==> config.mk <==
export PLATFORM = sky130hd
export DESIGN_NAME = vpsc_special_ctrl
export DESIGN_NICKNAME = d
export VERILOG_FILES = /design/src/hw/vpsc_special_ctrl.v /design/src/hw/vpsc_sync.v
export VERILOG_INCLUDE_DIRS = /design/src /design/src/hw
export SDC_FILE = /design/constraint.sdc
export NUM_CORES = 1
export LEC_CHECK = 0
export ABC_AREA = 1
export CAP_MARGIN = 20
export CELL_PAD_IN_SITES_DETAIL_PLACEMENT = 1
export CELL_PAD_IN_SITES_GLOBAL_PLACEMENT = 2
export CORE_MARGIN = 4
export CORE_UTILIZATION = 37
export DETAILED_ROUTE_END_ITERATION = 10
export DONT_BUFFER_PORTS = 1
export HOLD_SLACK_MARGIN = 0.12
export PLACE_DENSITY = 0.86
export SYNTH_ARGS = -nofsm -noshare
export SYNTH_HDL_FRONTEND = slang
export SYNTH_SLANG_ARGS = --single-unit
==> constraint.sdc <==
create_clock -name CORE_CLK -period 3.7 [get_ports CORE_CLK]
set_clock_uncertainty 0.2 [all_clocks]
set_input_delay 0.925 -clock CORE_CLK [delete_from_list [all_inputs] [get_ports CORE_CLK]]
set_output_delay 0.925 -clock CORE_CLK [all_outputs]
set_load 0.03 [all_outputs]
==> src/hw/vpsc_map.vh <==
`ifndef VPSC_MAP_VH
`define VPSC_MAP_VH

// ****************************************
// register location
// ****************************************
`define VPSC_OFFSET 12'h1dc
`define VPSC_MII_INDEX 5'h1f

// ****************************************
// field positions
// ****************************************
`define VPSC_BIT_MODE2 15
`define VPSC_BIT_LOOP 14
`define VPSC_BIT_MODE1 9
`define VPSC_BIT_MODE0 8
`define VPSC_BIT_COLTEST 7
`define VPSC_BIT_CLKDIR 6
`define VPSC_BIT_CLKSTR 5
`define VPSC_BIT_SPD_HI 4
`define VPSC_BIT_SPD_LO 2

// ****************************************
// reset values and modes
// ****************************************
`define VPSC_RST_LOOP 1'b0
`define VPSC_RST_COLTEST 1'b0
`define VPSC_MODE_RMII_MAC 3'h2
`define VPSC_MODE_RMII_PHY 3'h3

// ****************************************
// timing
// ****************************************
`define VPSC_CLK_DIV 8'h05
`define VPSC_STRAP_WAIT 2'h2
`define VPSC_STRAP_DONE 2'h3

`endif

==> src/hw/vpsc_special_ctrl.v <==
`timescale 1ns/1ps
`default_nettype none
`include "vpsc_map.vh"
// Summary of operation
// RL1: loopback returns fabric transmit into switch engine
// RL2: software sets receive-own-transmit for half duplex
// RL3: loopback works while isolate is set
// RL4: read-only mode from bit15 and bits9:8
// RL5: collision test asserts collision during transmit
// RL6: software uses collision test only with loopback
// RL7: clock direction bit sets reference pin role
// RL8: clock strength selects 12 or 16 mA; code drives 16 mA only in the two rmii modes
// RL9: loopback and collision test reset zero
// RL10: clock bits reset by emulated soft reset
// RL11: management reads give sixteen bits only
// RL12: reserved bits read zero, ignore writes
module vpsc_special_ctrl (
  input wire CORE_CLK,
  input wire RESETN,
  input wire HOST_WR,
  input wire HOST_RD,
  input wire [11:0] HOST_ADDR,
  input wire [31:0] HOST_WDATA,
  output reg [31:0] HOST_RDATA,
  input wire MII_WR,
  input wire MII_RD,
  input wire [4:0] MII_REG_ADDR,
  input wire [15:0] MII_WDATA,
  output reg [15:0] MII_RDATA,
  input wire [2:0] PORT_ZERO_MODE_STRAPS,
  input wire CLK_DIR_STRAP,
  input wire CLK_STRENGTH_STRAP,
  input wire [2:0] SPEED_DUPLEX,
  input wire EMU_PHY_ISOLATE_BIT,
  input wire SOFT_RESET_CLEARABLE,
  input wire EMU_PHY_RESET_BIT,
  input wire FABRIC_TX_EN,
  input wire [1:0] FABRIC_TXD,
  output reg [1:0] FABRIC_RXD,
  output reg FABRIC_RX_DV,
  output reg FABRIC_COL,
  output reg [1:0] EXT_TXD,
  output reg EXT_TX_EN,
  input wire EXT_RX_DV,
  input wire [1:0] EXT_RXD,
  input wire PORT_REF_CLOCK_PIN_IN,
  output reg PORT_REF_CLOCK_PIN_OUT,
  output wire PORT_REF_CLOCK_PIN_OE,
  output wire CLK_DRIVE_16MA,
  output wire REF_CLK_EDGE
);
  // ****************************************
  // state
  // ****************************************
  reg loop_en;
  reg col_test;
  reg clk_dir;
  reg clk_str;
  reg [2:0] mode;
  reg [1:0] strap_cnt;
  reg [7:0] div_cnt;
  reg ref_prev;
  wire [2:0] ext_rx_s;
  wire [4:0] straps_s;
  wire ref_in_s;
  wire host_hit;
  wire mii_hit;
  wire [15:0] reg_val;
  wire soft_rst;
  wire wr_any;
  wire [3:0] wr_val;
  wire div_tick;

  vpsc_sync #(.WIDTH(3)) u_sync_rx (
    .clk(CORE_CLK),
    .resetn(RESETN),
    .d({EXT_RX_DV, EXT_RXD}),
    .q(ext_rx_s)
  );

  // all strap pins share one synchroniser and are read only after it has settled
  vpsc_sync #(.WIDTH(5)) u_sync_strap (
    .clk(CORE_CLK),
    .resetn(RESETN),
    .d({CLK_DIR_STRAP, CLK_STRENGTH_STRAP, PORT_ZERO_MODE_STRAPS}),
    .q(straps_s)
  );

  vpsc_sync #(.WIDTH(1)) u_sync_ref (
    .clk(CORE_CLK),
    .resetn(RESETN),
    .d(PORT_REF_CLOCK_PIN_IN),
    .q(ref_in_s)
  );

  assign host_hit = (HOST_ADDR == `VPSC_OFFSET);
  assign mii_hit = (MII_REG_ADDR == `VPSC_MII_INDEX);
  // either reset source alone restores the clock bits
  assign soft_rst = SOFT_RESET_CLEARABLE | EMU_PHY_RESET_BIT; // RL10

  // ****************************************
  // register bank
  // ****************************************
  // both access paths write the same fields; the host wins a same-cycle clash
  function [3:0] wr_fields;
    input [15:0] data;
    begin
      wr_fields = {data[`VPSC_BIT_LOOP], data[`VPSC_BIT_COLTEST], data[`VPSC_BIT_CLKDIR],
                   data[`VPSC_BIT_CLKSTR]};
    end
  endfunction

  assign wr_any = (HOST_WR && host_hit) || (MII_WR && mii_hit);
  assign wr_val = (HOST_WR && host_hit) ? wr_fields(HOST_WDATA[15:0]) : wr_fields(MII_WDATA);

  // straps are caught once the synchroniser holds them; writes wait until then
  always @(posedge CORE_CLK or negedge RESETN) begin
    if (!RESETN) begin
      strap_cnt <= 2'h0;
      mode <= 3'h0;
      clk_dir <= 1'b0;
      clk_str <= 1'b0;
    end else if (strap_cnt != `VPSC_STRAP_DONE) begin
      strap_cnt <= strap_cnt + 2'h1;
      if (strap_cnt == `VPSC_STRAP_WAIT) begin
        mode <= straps_s[2:0];
        clk_dir <= straps_s[4];
        clk_str <= straps_s[3];
      end
    end else if (soft_rst) begin
      clk_dir <= straps_s[4]; // RL10
      clk_str <= straps_s[3]; // RL10
    end else if (wr_any) begin
      clk_dir <= wr_val[1]; // RL7
      clk_str <= wr_val[0]; // RL8
    end
  end

  // loop and collision test are not cleared by the soft reset, so no write is lost to it
  always @(posedge CORE_CLK or negedge RESETN) begin
    if (!RESETN) begin
      loop_en <= `VPSC_RST_LOOP; // RL9
      col_test <= `VPSC_RST_COLTEST; // RL9
    end else if (wr_any && strap_cnt == `VPSC_STRAP_DONE) begin
      loop_en <= wr_val[3];
      col_test <= wr_val[2];
    end
  end

  // reserved bits are constant zero and have no storage
  assign reg_val = {mode[2], loop_en, 4'h0, mode[1:0], col_test, clk_dir, clk_str,
                    SPEED_DUPLEX, 2'b00}; // RL4 RL12

  always @(posedge CORE_CLK or negedge RESETN) begin
    if (!RESETN) begin
      HOST_RDATA <= 32'h0000_0000;
      MII_RDATA <= 16'h0000;
    end else begin
      HOST_RDATA <= (HOST_RD && host_hit) ? {16'h0000, reg_val} : 32'h0000_0000; // RL12
      MII_RDATA <= (MII_RD && mii_hit) ? reg_val : 16'h0000; // RL11
    end
  end

  // ****************************************
  // data path
  // ****************************************
  // isolate only gates the external side; the loop path ignores it
  always @(posedge CORE_CLK or negedge RESETN) begin
    if (!RESETN) begin
      EXT_TXD <= 2'b00;
      EXT_TX_EN <= 1'b0;
      FABRIC_RXD <= 2'b00;
      FABRIC_RX_DV <= 1'b0;
      FABRIC_COL <= 1'b0;
    end else begin
      if (loop_en) begin
        EXT_TX_EN <= 1'b0; // RL1
        EXT_TXD <= 2'b00;
        FABRIC_RX_DV <= FABRIC_TX_EN; // RL1 RL3
        FABRIC_RXD <= FABRIC_TXD;
      end else begin
        EXT_TX_EN <= FABRIC_TX_EN & ~EMU_PHY_ISOLATE_BIT;
        EXT_TXD <= EMU_PHY_ISOLATE_BIT ? 2'b00 : FABRIC_TXD;
        FABRIC_RX_DV <= ext_rx_s[2] & ~EMU_PHY_ISOLATE_BIT;
        FABRIC_RXD <= ext_rx_s[1:0];
      end
      FABRIC_COL <= col_test & FABRIC_TX_EN; // RL5
    end
  end

  // ****************************************
  // reference clock pin
  // ****************************************
  // output clock is a divider on the core clock, no second domain
  always @(posedge CORE_CLK or negedge RESETN) begin
    if (!RESETN) begin
      div_cnt <= 8'h00;
      PORT_REF_CLOCK_PIN_OUT <= 1'b0;
      ref_prev <= 1'b0;
    end else begin
      ref_prev <= ref_in_s;
      if (div_tick) begin
        div_cnt <= 8'h00;
        PORT_REF_CLOCK_PIN_OUT <= ~PORT_REF_CLOCK_PIN_OUT;
      end else begin
        div_cnt <= div_cnt + 8'h01;
      end
    end
  end

  // the strength bit only reaches the pad in the two rmii modes
  function is_rmii;
    input [2:0] code;
    begin
      is_rmii = (code == `VPSC_MODE_RMII_MAC) || (code == `VPSC_MODE_RMII_PHY);
    end
  endfunction

  // divider tick is a one-cycle enable; the pin toggles on it, no second clock
  assign div_tick = (div_cnt == `VPSC_CLK_DIV - 8'h01);
  assign PORT_REF_CLOCK_PIN_OE = clk_dir; // RL7
  // edges are only reported while the pin is an input
  assign REF_CLK_EDGE = ~clk_dir & ref_in_s & ~ref_prev;
  assign CLK_DRIVE_16MA = clk_str & is_rmii(mode); // RL8
endmodule
`default_nettype wire

==> src/hw/vpsc_sync.v <==
`timescale 1ns/1ps
`default_nettype none
module vpsc_sync #(
  parameter WIDTH = 1
) (
  input wire clk,
  input wire resetn,
  input wire [WIDTH-1:0] d,
  output reg [WIDTH-1:0] q
);
  reg [WIDTH-1:0] meta;

  always @(posedge clk or negedge resetn) begin
    if (!resetn) begin
      meta <= {WIDTH{1'b0}};
      q <= {WIDTH{1'b0}};
    end else begin
      meta <= d;
      q <= meta;
    end
  end
endmodule
`default_nettype wire

* After elaboration in Yosys (flattened, before gate mapping) *
Index checks and enable logic that the tools add are counted.

operators by class
  add/subtract/negate cells = 2
  eq/ne operators = 9
  multiplexer cells = 17
  bitwise operators = 11
  reduce and logical (&&, ||, !) cells = 10

operators by type and width
  operator                                                          number
  16-bit two-way mux                                                2
  12-bit by 9-bit == test with 1-bit output, second input constant  1
  1-bit two-way mux                                                 10
  8-bit by 1-bit adder with 8-bit output, second input constant     1
  8-bit by 3-bit == test with 1-bit output, second input constant   1
  8-bit two-way mux                                                 1
  1-bit AND                                                         6
  3-bit by 2-bit == test with 1-bit output, second input constant   2
  2-bit two-way mux                                                 3
  5-bit == test, second input constant                              1
  1-bit logical AND                                                 5
  2-bit == test, second input constant                              2
  4-bit two-way mux                                                 1
  1-bit inverter                                                    4
  2-bit AND reduction                                               2
  3-bit nonzero test                                                1
  2-bit by 1-bit adder with 2-bit output, second input constant     1
  1-bit logical OR                                                  2
  2-bit by 1-bit != test with 1-bit output, second input constant   1
  2-bit != test, second input constant                              1
  1-bit bitwise OR                                                  1

storage, ports and cells
  register bits after elaboration = 76
  input port bits = 89
  output and inout port bits = 59
  logic and storage cells = 71

* Longest topological paths before layout *
Gate-level depths: netlist of the first run.

  depth in word-level cells = 6
  depth in mapped cells = 10
  gate-level depth less buffers = 10

* Modules after synthesis *
Synthesis of the first run repeated with hierarchy kept, for this count alone.

second synthesis, totals
  cells, all modules = 250
  area, all modules = 2583.7 um^2

modules (own cells, without submodules)
  module                     instances  cells each  area each (um^2)  sequential area each (um^2)
  vpsc_special_ctrl          1          232         2133.3            1151.1
  vpsc_sync at u_sync_strap  1          10          250.2             250.2
  vpsc_sync at u_sync_rx     1          6           150.1             150.1
  vpsc_sync at u_sync_ref    1          2           50.0              50.0

* Worst setup path after synthesis of the first run *
Ideal clock, no wire load.

  kind = register -> output
  start point = register mode[2]
  end point = output CLK_DRIVE_16MA
  arrival = 1.063 ns
  data required time = 2.575 ns
  setup slack = 1.512 ns
  cell stages (with the launch flop) = 2
  buffers on the path = 0
  path through = dfrtp_1 nor3_1

between the ends
  cells in the longest elaborated chain, start to end = 3
  elaborated cells between the ends (all ways) = 4
  classes of those cells = 2 x eq/ne; 1 x bitwise; 1 x reduce/logical

RTL lines
  element                                                    line                     source
  from (decl)                                                vpsc_special_ctrl.v:59   reg [2:0] mode;
  from (signal assigned)                                     vpsc_special_ctrl.v:126  mode <= straps_s[2:0];
  3-bit by 2-bit == test with 1-bit output (no source line)  --
  1-bit logical OR *                                         vpsc_special_ctrl.v:215  is_rmii = (code == `VPSC_MODE_RMII_MAC) || (code == `VPSC_MODE_RMII_PHY);
  1-bit AND *                                                vpsc_special_ctrl.v:224  assign CLK_DRIVE_16MA = clk_str & is_rmii(mode);
  to (decl)                                                  vpsc_special_ctrl.v:49   output wire CLK_DRIVE_16MA,

Mark *: on every way between the ends. The rest lies on a longest branch, timed or not.

* Final worst setup path of the first run *
  start point = register clk_dir (netlist: PORT_REF_CLOCK_PIN_OE)
  end point = output REF_CLK_EDGE

between the ends
  cells in the longest elaborated chain, start to end = 3

RTL lines
  element                  line                     source
  from (decl)              vpsc_special_ctrl.v:57   reg clk_dir;
  from (signal assigned)   vpsc_special_ctrl.v:127  clk_dir <= straps_s[4];
  from (signal assigned)   vpsc_special_ctrl.v:131  clk_dir <= straps_s[4];
  from (signal assigned)   vpsc_special_ctrl.v:134  clk_dir <= wr_val[1];
  1-bit inverter           vpsc_special_ctrl.v:223  assign REF_CLK_EDGE = ~clk_dir & ref_in_s & ~ref_prev;
  1-bit AND (2 in series)  vpsc_special_ctrl.v:223
  to (decl)                vpsc_special_ctrl.v:50   output wire REF_CLK_EDGE

Every way passes these cells.

==> impl_metrics.tcl, run 1 <==
set metrics [dict create \
    avgSynthCellArea_um2 10.2 \
    vias 1534 \
    syn2layout_area_growth_pct 9.06 \
    drt_iter0_markers 35 \
    die_area_um2 8380 \
    initial_utilization_pct 38.0 \
    grt_setup_unrepaired "false" \
    grt_max_degree 65 \
    slowest_delay_ns 0.52 \
    min-delay-start "u_sync_rx.meta[2]" \
    combPwrFrac_pct 7.1 \
    dpl.cell_count 348 \
    power_frac_seq_pct 53.3 \
    post_route_cells_drive_above_1_share_pct 9.70 \
    fmax_mhz 382 \
    fin_area_um2 2820 \
    antennaDiodeCount 0 \
    place.gp.congestion 0.762 \
    antenna_left 0 \
    netlist_instances 252 \
    seqCellArea_um2 1600 \
    min_period_over_period_pct 70.8 \
    setup_viol 0 \
    cts_setup_buffers 0 \
    relSlewSlack_pct 60.4 \
    cts_buffer_depth 2 \
    switching_share_pct 25.5 \
    netSwitchingPower_mw 0.368 \
    critPathSlowestCell "dfrtp_1" \
    path_cells "inv_1 -> nand2_1 -> nor2_1" \
    crit_type "reg -> out" \
    fin_ws_ns 1.08 \
    h-tree-depth 3 \
    ios 148 \
    antenna_found_initial 0 \
    hp-class "reg -> reg" \
    syn_area_um2 2580 \
    critPathLaunchType "flip-flop" \
    cp-startpoint "PORT_REF_CLOCK_PIN_OE" \
    cts_tree "built" \
    p_int_mw 1.07 \
    seq_area_frac_synth_pct 62.0 \
    clock_latency_ns 0.33 \
    cts.clk_slew.worst_paths_ns 0.07 \
    clkSinkCount 64 \
    cp.arrival_ns 1.50 \
    maxCapViolations 0 \
    ys_ff_latch 64 \
    grt_first_pass_wirelength_mm 7.90 \
    cts-root-buf "clkbuf_8" \
    post_drt_wl_per_cell_um 13.4 \
    hold_slack_ns 0.149 \
    cp.required_ns 2.57 \
    grt_pass1_vias 1606 \
    wl_mm 4.87 \
    worstReg2RegStart "strap_cnt[0]" \
    cp-end-kind "output pin" \
    dpl.hpwl_mm 3.58 \
    final_hold_viol_count 0 \
    p_clk_share_pct 39.7 \
    outcome "finished clean" \
    ys_warn_count 0 \
    cts_buffers 9 \
    instances_no_fill 364 \
    p_leak_nw 1.52 \
    fillers 752 \
    total_power_mw 1.44 \
    multiInputGateArea_um2 701 \
    port-buffer-count 0 \
    die_x_um 91.5 \
    placed_area_um2 2600 \
    die_y_um 91.5 \
    utilization_pct 41.4 \
    via_per_inst 4.21 \
    dpl_worst_slack_ns 1.40 \
    grt_usage_pct 12.4 \
    fin_crit_ns 2.62 \
    crit_path_max_fanout 3 \
    grt_overflow 0 \
    worstMarginPinSlew_ns 0.591 \
    num_rows 30 \
    powerDensity_nw_per_um2 513 \
    drc_errors 0 \
    finalMaxSlewViolations 0 \
    vdd_drop_max_mv 0.183 \
    num-nets-final 357 \
    dr.pass1.iters 2 \
    coreArea_um2 6790 \
    final.setup.tns_ns 0 \
    synthDistinctLibCells 24 \
]
==> critical path: cells and delay by family, from the launching register on <==
kind | cells | cell delay, ns
buffers and inverters | 1 | 0.16
and+or+nand+nor | 2 | 0.50
DFF | 1 | 0.52
==> per-layer routing <==
layer / GRT usage (%) / vias to the layer above / share of wire [%]
met5: 0 / - / 0
met4: 6.03 / 0 / 1.7
met3: 3.65 / 7 / 7.1
met2: 21.5 / 59 / 53
met1: 13.7 / 740 / 39
li1: - / 728 / -
==> cells in the mapped netlist, drive strengths merged <==
cell	instances	area, µm²
buf	28	210
nand3	8	57.6
xnor2	2	17.5
inv	44	165
nand2	40	155
clkinv	1	5.00
nor2	32	130
conb	1	3.75
dfrtp	64	1600
nor4	1	21.3
ha	4	50.1
nor3	5	30.0
xor2	3	26.3
or2	1	6.26
o21ai	12	63.8
nand4	5	31.3
o22ai	1	6.26
==> cell families after synthesis <==
logic type / count (synthesis) / synth area share, %
XOR/XNOR: 5 / 1.70
other: 1 / 0.145
flip-flops: 64 / 62.0
AND/OR/NAND/NOR: 92 / 16.7
adder cells (fa/ha/maj): 4 / 1.94
AO/OA/AOI/OAI: 13 / 2.71
buffers and inverters: 73 / 14.7
==> power groups by stage <==
stage | sequential, mW | clock [mW] | combinational (mW)
6_report | 0.768 | 0.572 | 0.102
5_1_grt | 0.771 | 0.626 | 0.118
4_1_cts | 0.769 | 0.592 | 0.104
3_5_place_dp | 0.783 | 0 | 0.0861
3_3_place_gp | 0.782 | 0 | 0.0845
2_1_floorplan | 0.778 | 0 | 0.0989
==> worst paths after layout <==
kind / to / slack (ns) / cells after the start
worst min-delay path: u_sync_rx.q[2] / 0.15 / 0
worst max register to register: PORT_REF_CLOCK_PIN_OE / 1.93 / 8
worst max-delay path: REF_CLK_EDGE / 1.08 / 3
max in group asynchronous: PORT_REF_CLOCK_PIN_OE / 2.77 / 1
worst min register to register: u_sync_rx.q[2] / 0.15 / 0
min in group asynchronous: MII_RDATA[14] / 0.26 / 1
==> registers in the layout, indices dropped and copies added, names as in the netlist, 2 cells and up <==
register	cells
u_sync_strap.meta	5
u_sync_strap.q	5
MII_RDATA	10
mode	3
HOST_RDATA	10
FABRIC_RXD	2
u_sync_rx.meta	3
u_sync_rx.q	3
div_cnt	8
EXT_TXD	2
strap_cnt	2
==> what timing repair did <==
action | in CTS | in global routing
gates resized for setup | 0 | 0
hold buffers | 1 | 0
endpoints found under the hold margin | 64 | 0
==> layout make-up <==
class | count | area share (%)
Timing Repair Buffer | 2 | 1.24
Multi-Input combinational cell | 142 | 24.9
Sequential cell | 64 | 56.9
Tap cell | 96 | 4.27
Clock buffer | 12 | 5.16
Clock inverter | 3 | 1.51
Inverter | 45 | 6.04
==> cells in the final DEF, fill, tap and decap left out <==
cell type	Yosys	final
nor2_2	1	1
nand3_1	6	6
nand2_1	38	38
clkbuf_8	0	10
nand4_1	5	5
o22ai_1	1	1
nor4_4	1	1
o21ai_2	1	1
buf_16	0	1
nand3_4	1	1
dfrtp_1	64	64
or2_2	1	1
ha_1	4	4
clkinvlp_4	0	1
nor2_4	1	1
nor2_1	30	30
nand2_2	2	2
xnor2_1	2	2
clkinv_2	1	2
conb_1	1	28
nor3_1	4	4
bufinv_16	0	1
inv_1	44	44
buf_4	28	1
nand3_2	1	1
o21ai_0	11	11
clkbuf_1	0	2
nor3_2	1	1
xor2_1	3	3
Note: power is estimated with default switching activity, not from simulation.
==> run 2, diff against run 1 <==
--- a/config.mk
+++ b/config.mk
@@ -6,7 +6,7 @@
 export SDC_FILE = /design/constraint.sdc
 export NUM_CORES = 1
 export LEC_CHECK = 0
-export ABC_AREA = 1
+export ABC_AREA = 0
 export CAP_MARGIN = 20
 export CELL_PAD_IN_SITES_DETAIL_PLACEMENT = 1
 export CELL_PAD_IN_SITES_GLOBAL_PLACEMENT = 2
@@ -15,7 +15,7 @@
 export DETAILED_ROUTE_END_ITERATION = 10
 export DONT_BUFFER_PORTS = 1
 export HOLD_SLACK_MARGIN = 0.12
-export PLACE_DENSITY = 0.86
+export PLACE_DENSITY = 0.81
 export SYNTH_ARGS = -nofsm -noshare
 export SYNTH_HDL_FRONTEND = slang
 export SYNTH_SLANG_ARGS = --single-unit
==> constraint.sdc (replaced) <==
create_clock -name CORE_CLK -period 2.42 [get_ports CORE_CLK]
set_clock_uncertainty 0.2 [all_clocks]
set_input_delay 0.605 -clock CORE_CLK [delete_from_list [all_inputs] [get_ports CORE_CLK]]
set_output_delay 0.605 -clock CORE_CLK [all_outputs]
set_load 0.03 [all_outputs]
==> run 2 against run 1 <==
Net effect: critical path type unchanged; power grew 63%; non-clock buffer count grew 12; design area grew 4.7%; largest power group unchanged; largest cell class unchanged; critical path depth shrank 1; sequential share of layout area shrank 2.5 points; global-route usage grew 0.44 points; synthesized area shrank 0.19%; first-iteration DRC count grew 86%.
==> impl_metrics.tcl, run 2 <==
set metrics [dict create \
    via_per_inst 4.50 \
    post_route_cells_drive_above_1_share_pct 13.6 \
    num-nets-final 309 \
    yosys.area.top_type "dfrtp_1" \
    grt_usage_pct 12.8 \
    h-tree-depth 3 \
    fillers 710 \
    total_power_mw 2.35 \
    vdd_drop_max_mv 0.312 \
    avgSynthCellArea_um2 13.3 \
    reg_top3 "HOST_RDATA: 10 flops, MII_RDATA: 10 flops, div_cnt: 8 flops" \
    vias 1427 \
    relSlewSlack_pct 63.3 \
    min_period_over_period_pct 89.2 \
    powerDensity_nw_per_um2 799 \
    maxCapViolations 0 \
    clock_latency_ns 0.33 \
    initial_utilization_pct 37.9 \
    synth_most_common_cell "dfrtp_1" \
    worstReg2RegStart "strap_cnt[0]" \
    finalMaxSlewViolations 0 \
    instances_no_fill 317 \
    synthArstFlopShare_pct 100 \
    synth_common_cells "64 x dfrtp_1, 28 x buf_4, 20 x and2_1" \
    cp-startpoint "PORT_REF_CLOCK_PIN_OE" \
    reg2regPathDepth 5 \
    synthDistinctLibCells 35 \
    outcome "finished clean" \
    synthFlopType "dfrtp_1" \
    crit_path_max_fanout 5 \
    antenna_found_initial 0 \
    fmax_mhz 463 \
    final_cell_mix "64 x dfrtp_1, 28 x conb_1, 20 x and2_1" \
    final_common_cell "dfrtp_1" \
    cts.clk_slew.worst_paths_ns 0.08 \
    die_y_um 91.4 \
    grt_max_degree 65 \
    final.setup.tns_ns 0 \
    crit_type "reg -> out" \
    critical_path.endpoint "REF_CLK_EDGE" \
    syn_area_um2 2580 \
    synth_edf_count 0 \
    drt_iter0_markers 65 \
    cts_buffers 9 \
    hp-class "reg -> reg" \
    dr.pass1.iters 4 \
    num_rows 30 \
    setup_viol 0 \
    synth.area.top_cells "dfrtp_1 62%, buf_4 8.2%, and2_1 4.9%, mux2i_1 3.1%, mux2_2 2.2%" \
    grt_setup_unrepaired "false" \
    cp.arrival_ns 1.35 \
    clkSinkCount 64 \
    ys_warn_count 0 \
    worstReg2RegEnd "PORT_REF_CLOCK_PIN_OE" \
    critPathLaunchType "flip-flop" \
    seq_area_frac_synth_pct 62.2 \
    cts-root-buf "clkbuf_8" \
    rrSetupSlack_ns 0.33 \
    dpl.hpwl_mm 3.43 \
    die_area_um2 8360 \
    netlist_instances 194 \
    place.gp.congestion 0.711 \
    port-buffer-count 0 \
    seqCellArea_um2 1600 \
    wl_mm 4.89 \
    dpl.cell_count 289 \
    drc_errors 0 \
    cts_setup_buffers 0 \
    cp-end-kind "output pin" \
    ys_ff_latch 64 \
    grt_overflow 0 \
    grt_first_pass_wirelength_mm 8.10 \
    multiInputGateArea_um2 825 \
    hold_depth 0 \
    grt_pass1_vias 1559 \
    cp.required_ns 1.62 \
    final_hold_viol_count 0 \
    worstMarginPinSlew_ns 0.549 \
    postCtsResizedCells 0 \
    cts_tree "built" \
    post_drt_wl_per_cell_um 15.4 \
    coreArea_um2 6790 \
    synth_top_area_share_pct 62.2 \
    syn2layout_area_growth_pct 14.4 \
    antennaDiodeCount 0 \
    die_x_um 91.4 \
    hold_buffers 12 \
    p_leak_nw 1.43 \
    cts_buffer_depth 2 \
    fin_crit_ns 2.16 \
    antenna_left 0 \
    ios 148 \
]
run 2: cell type report:
class,instances,share of cell area [%]
flip-flops and latches,64,54.4
multi-input cells,120,28.0
repair buffers,14,5.18
clock buffers,11,4.80
well taps,96,4.08
clock inverters,5,2.72
inverters,7,0.892
run 2: kinds of logic after synthesis:
kind of cell	Yosys count	synth area share, %
DFF	64	62.2
buffers and inverters	37	9.76
and+or+nand+nor	59	15.1
adders and majority gates	4	1.94
AOI/OAI and AO/OA	6	1.70
other	1	0.146
xor gates and xnor gates	8	2.72
muxes	15	6.46
run 2: layer usage:
metal  routed length (µm)  global-route usage, %  up-vias
li1                     -                      -      635
met1                 1960                   15.0      701
met2                 2320                   19.9       81
met3                  515                   5.30       10
met4                   97                   6.78        0
met5                    0                      0        -
run 2: power by group:
part / switching [mW] / total, mW / internal [mW]
Sequential: 0.0650 / 1.18 / 1.12
Clock: 0.399 / 1.01 / 0.607
Combinational: 0.114 / 0.168 / 0.0536
run 2: worst min-delay path by stage:
stage / startpoint / endpoint / slack (ns)
after floorplan: RESETN / EXT_TXD[0] / 0.11
after global placement: RESETN / FABRIC_COL / 0.11
after detailed placement: RESETN / FABRIC_COL / 0.11
after CTS: u_sync_rx.meta[2] / u_sync_rx.q[2] / 0.14
after global routing: u_sync_rx.meta[2] / u_sync_rx.q[2] / 0.15
final: u_sync_rx.meta[2] / u_sync_rx.q[2] / 0.14
run 2: metrics by stage:
stage	worst slack [ns]	util, %	area, µm²	hold WS (ns)
6_report	0.262	43.4	2950	0.139
5_1_grt	0.166	43.4	2950	0.147
4_1_cts	0.202	43.4	2950	0.141
3_5_place_dp	0.339	38.1	2590	0.111
3_3_place_gp	0.375	38.1	2590	0.111
2_1_floorplan	0.325	-	2680	0.109
run 2: worst max-delay path, cell delays in order (launching register included):
cell	delay, ns
dfrtp_1	0.55
nor3b_1	0.28
buf_4	0.20
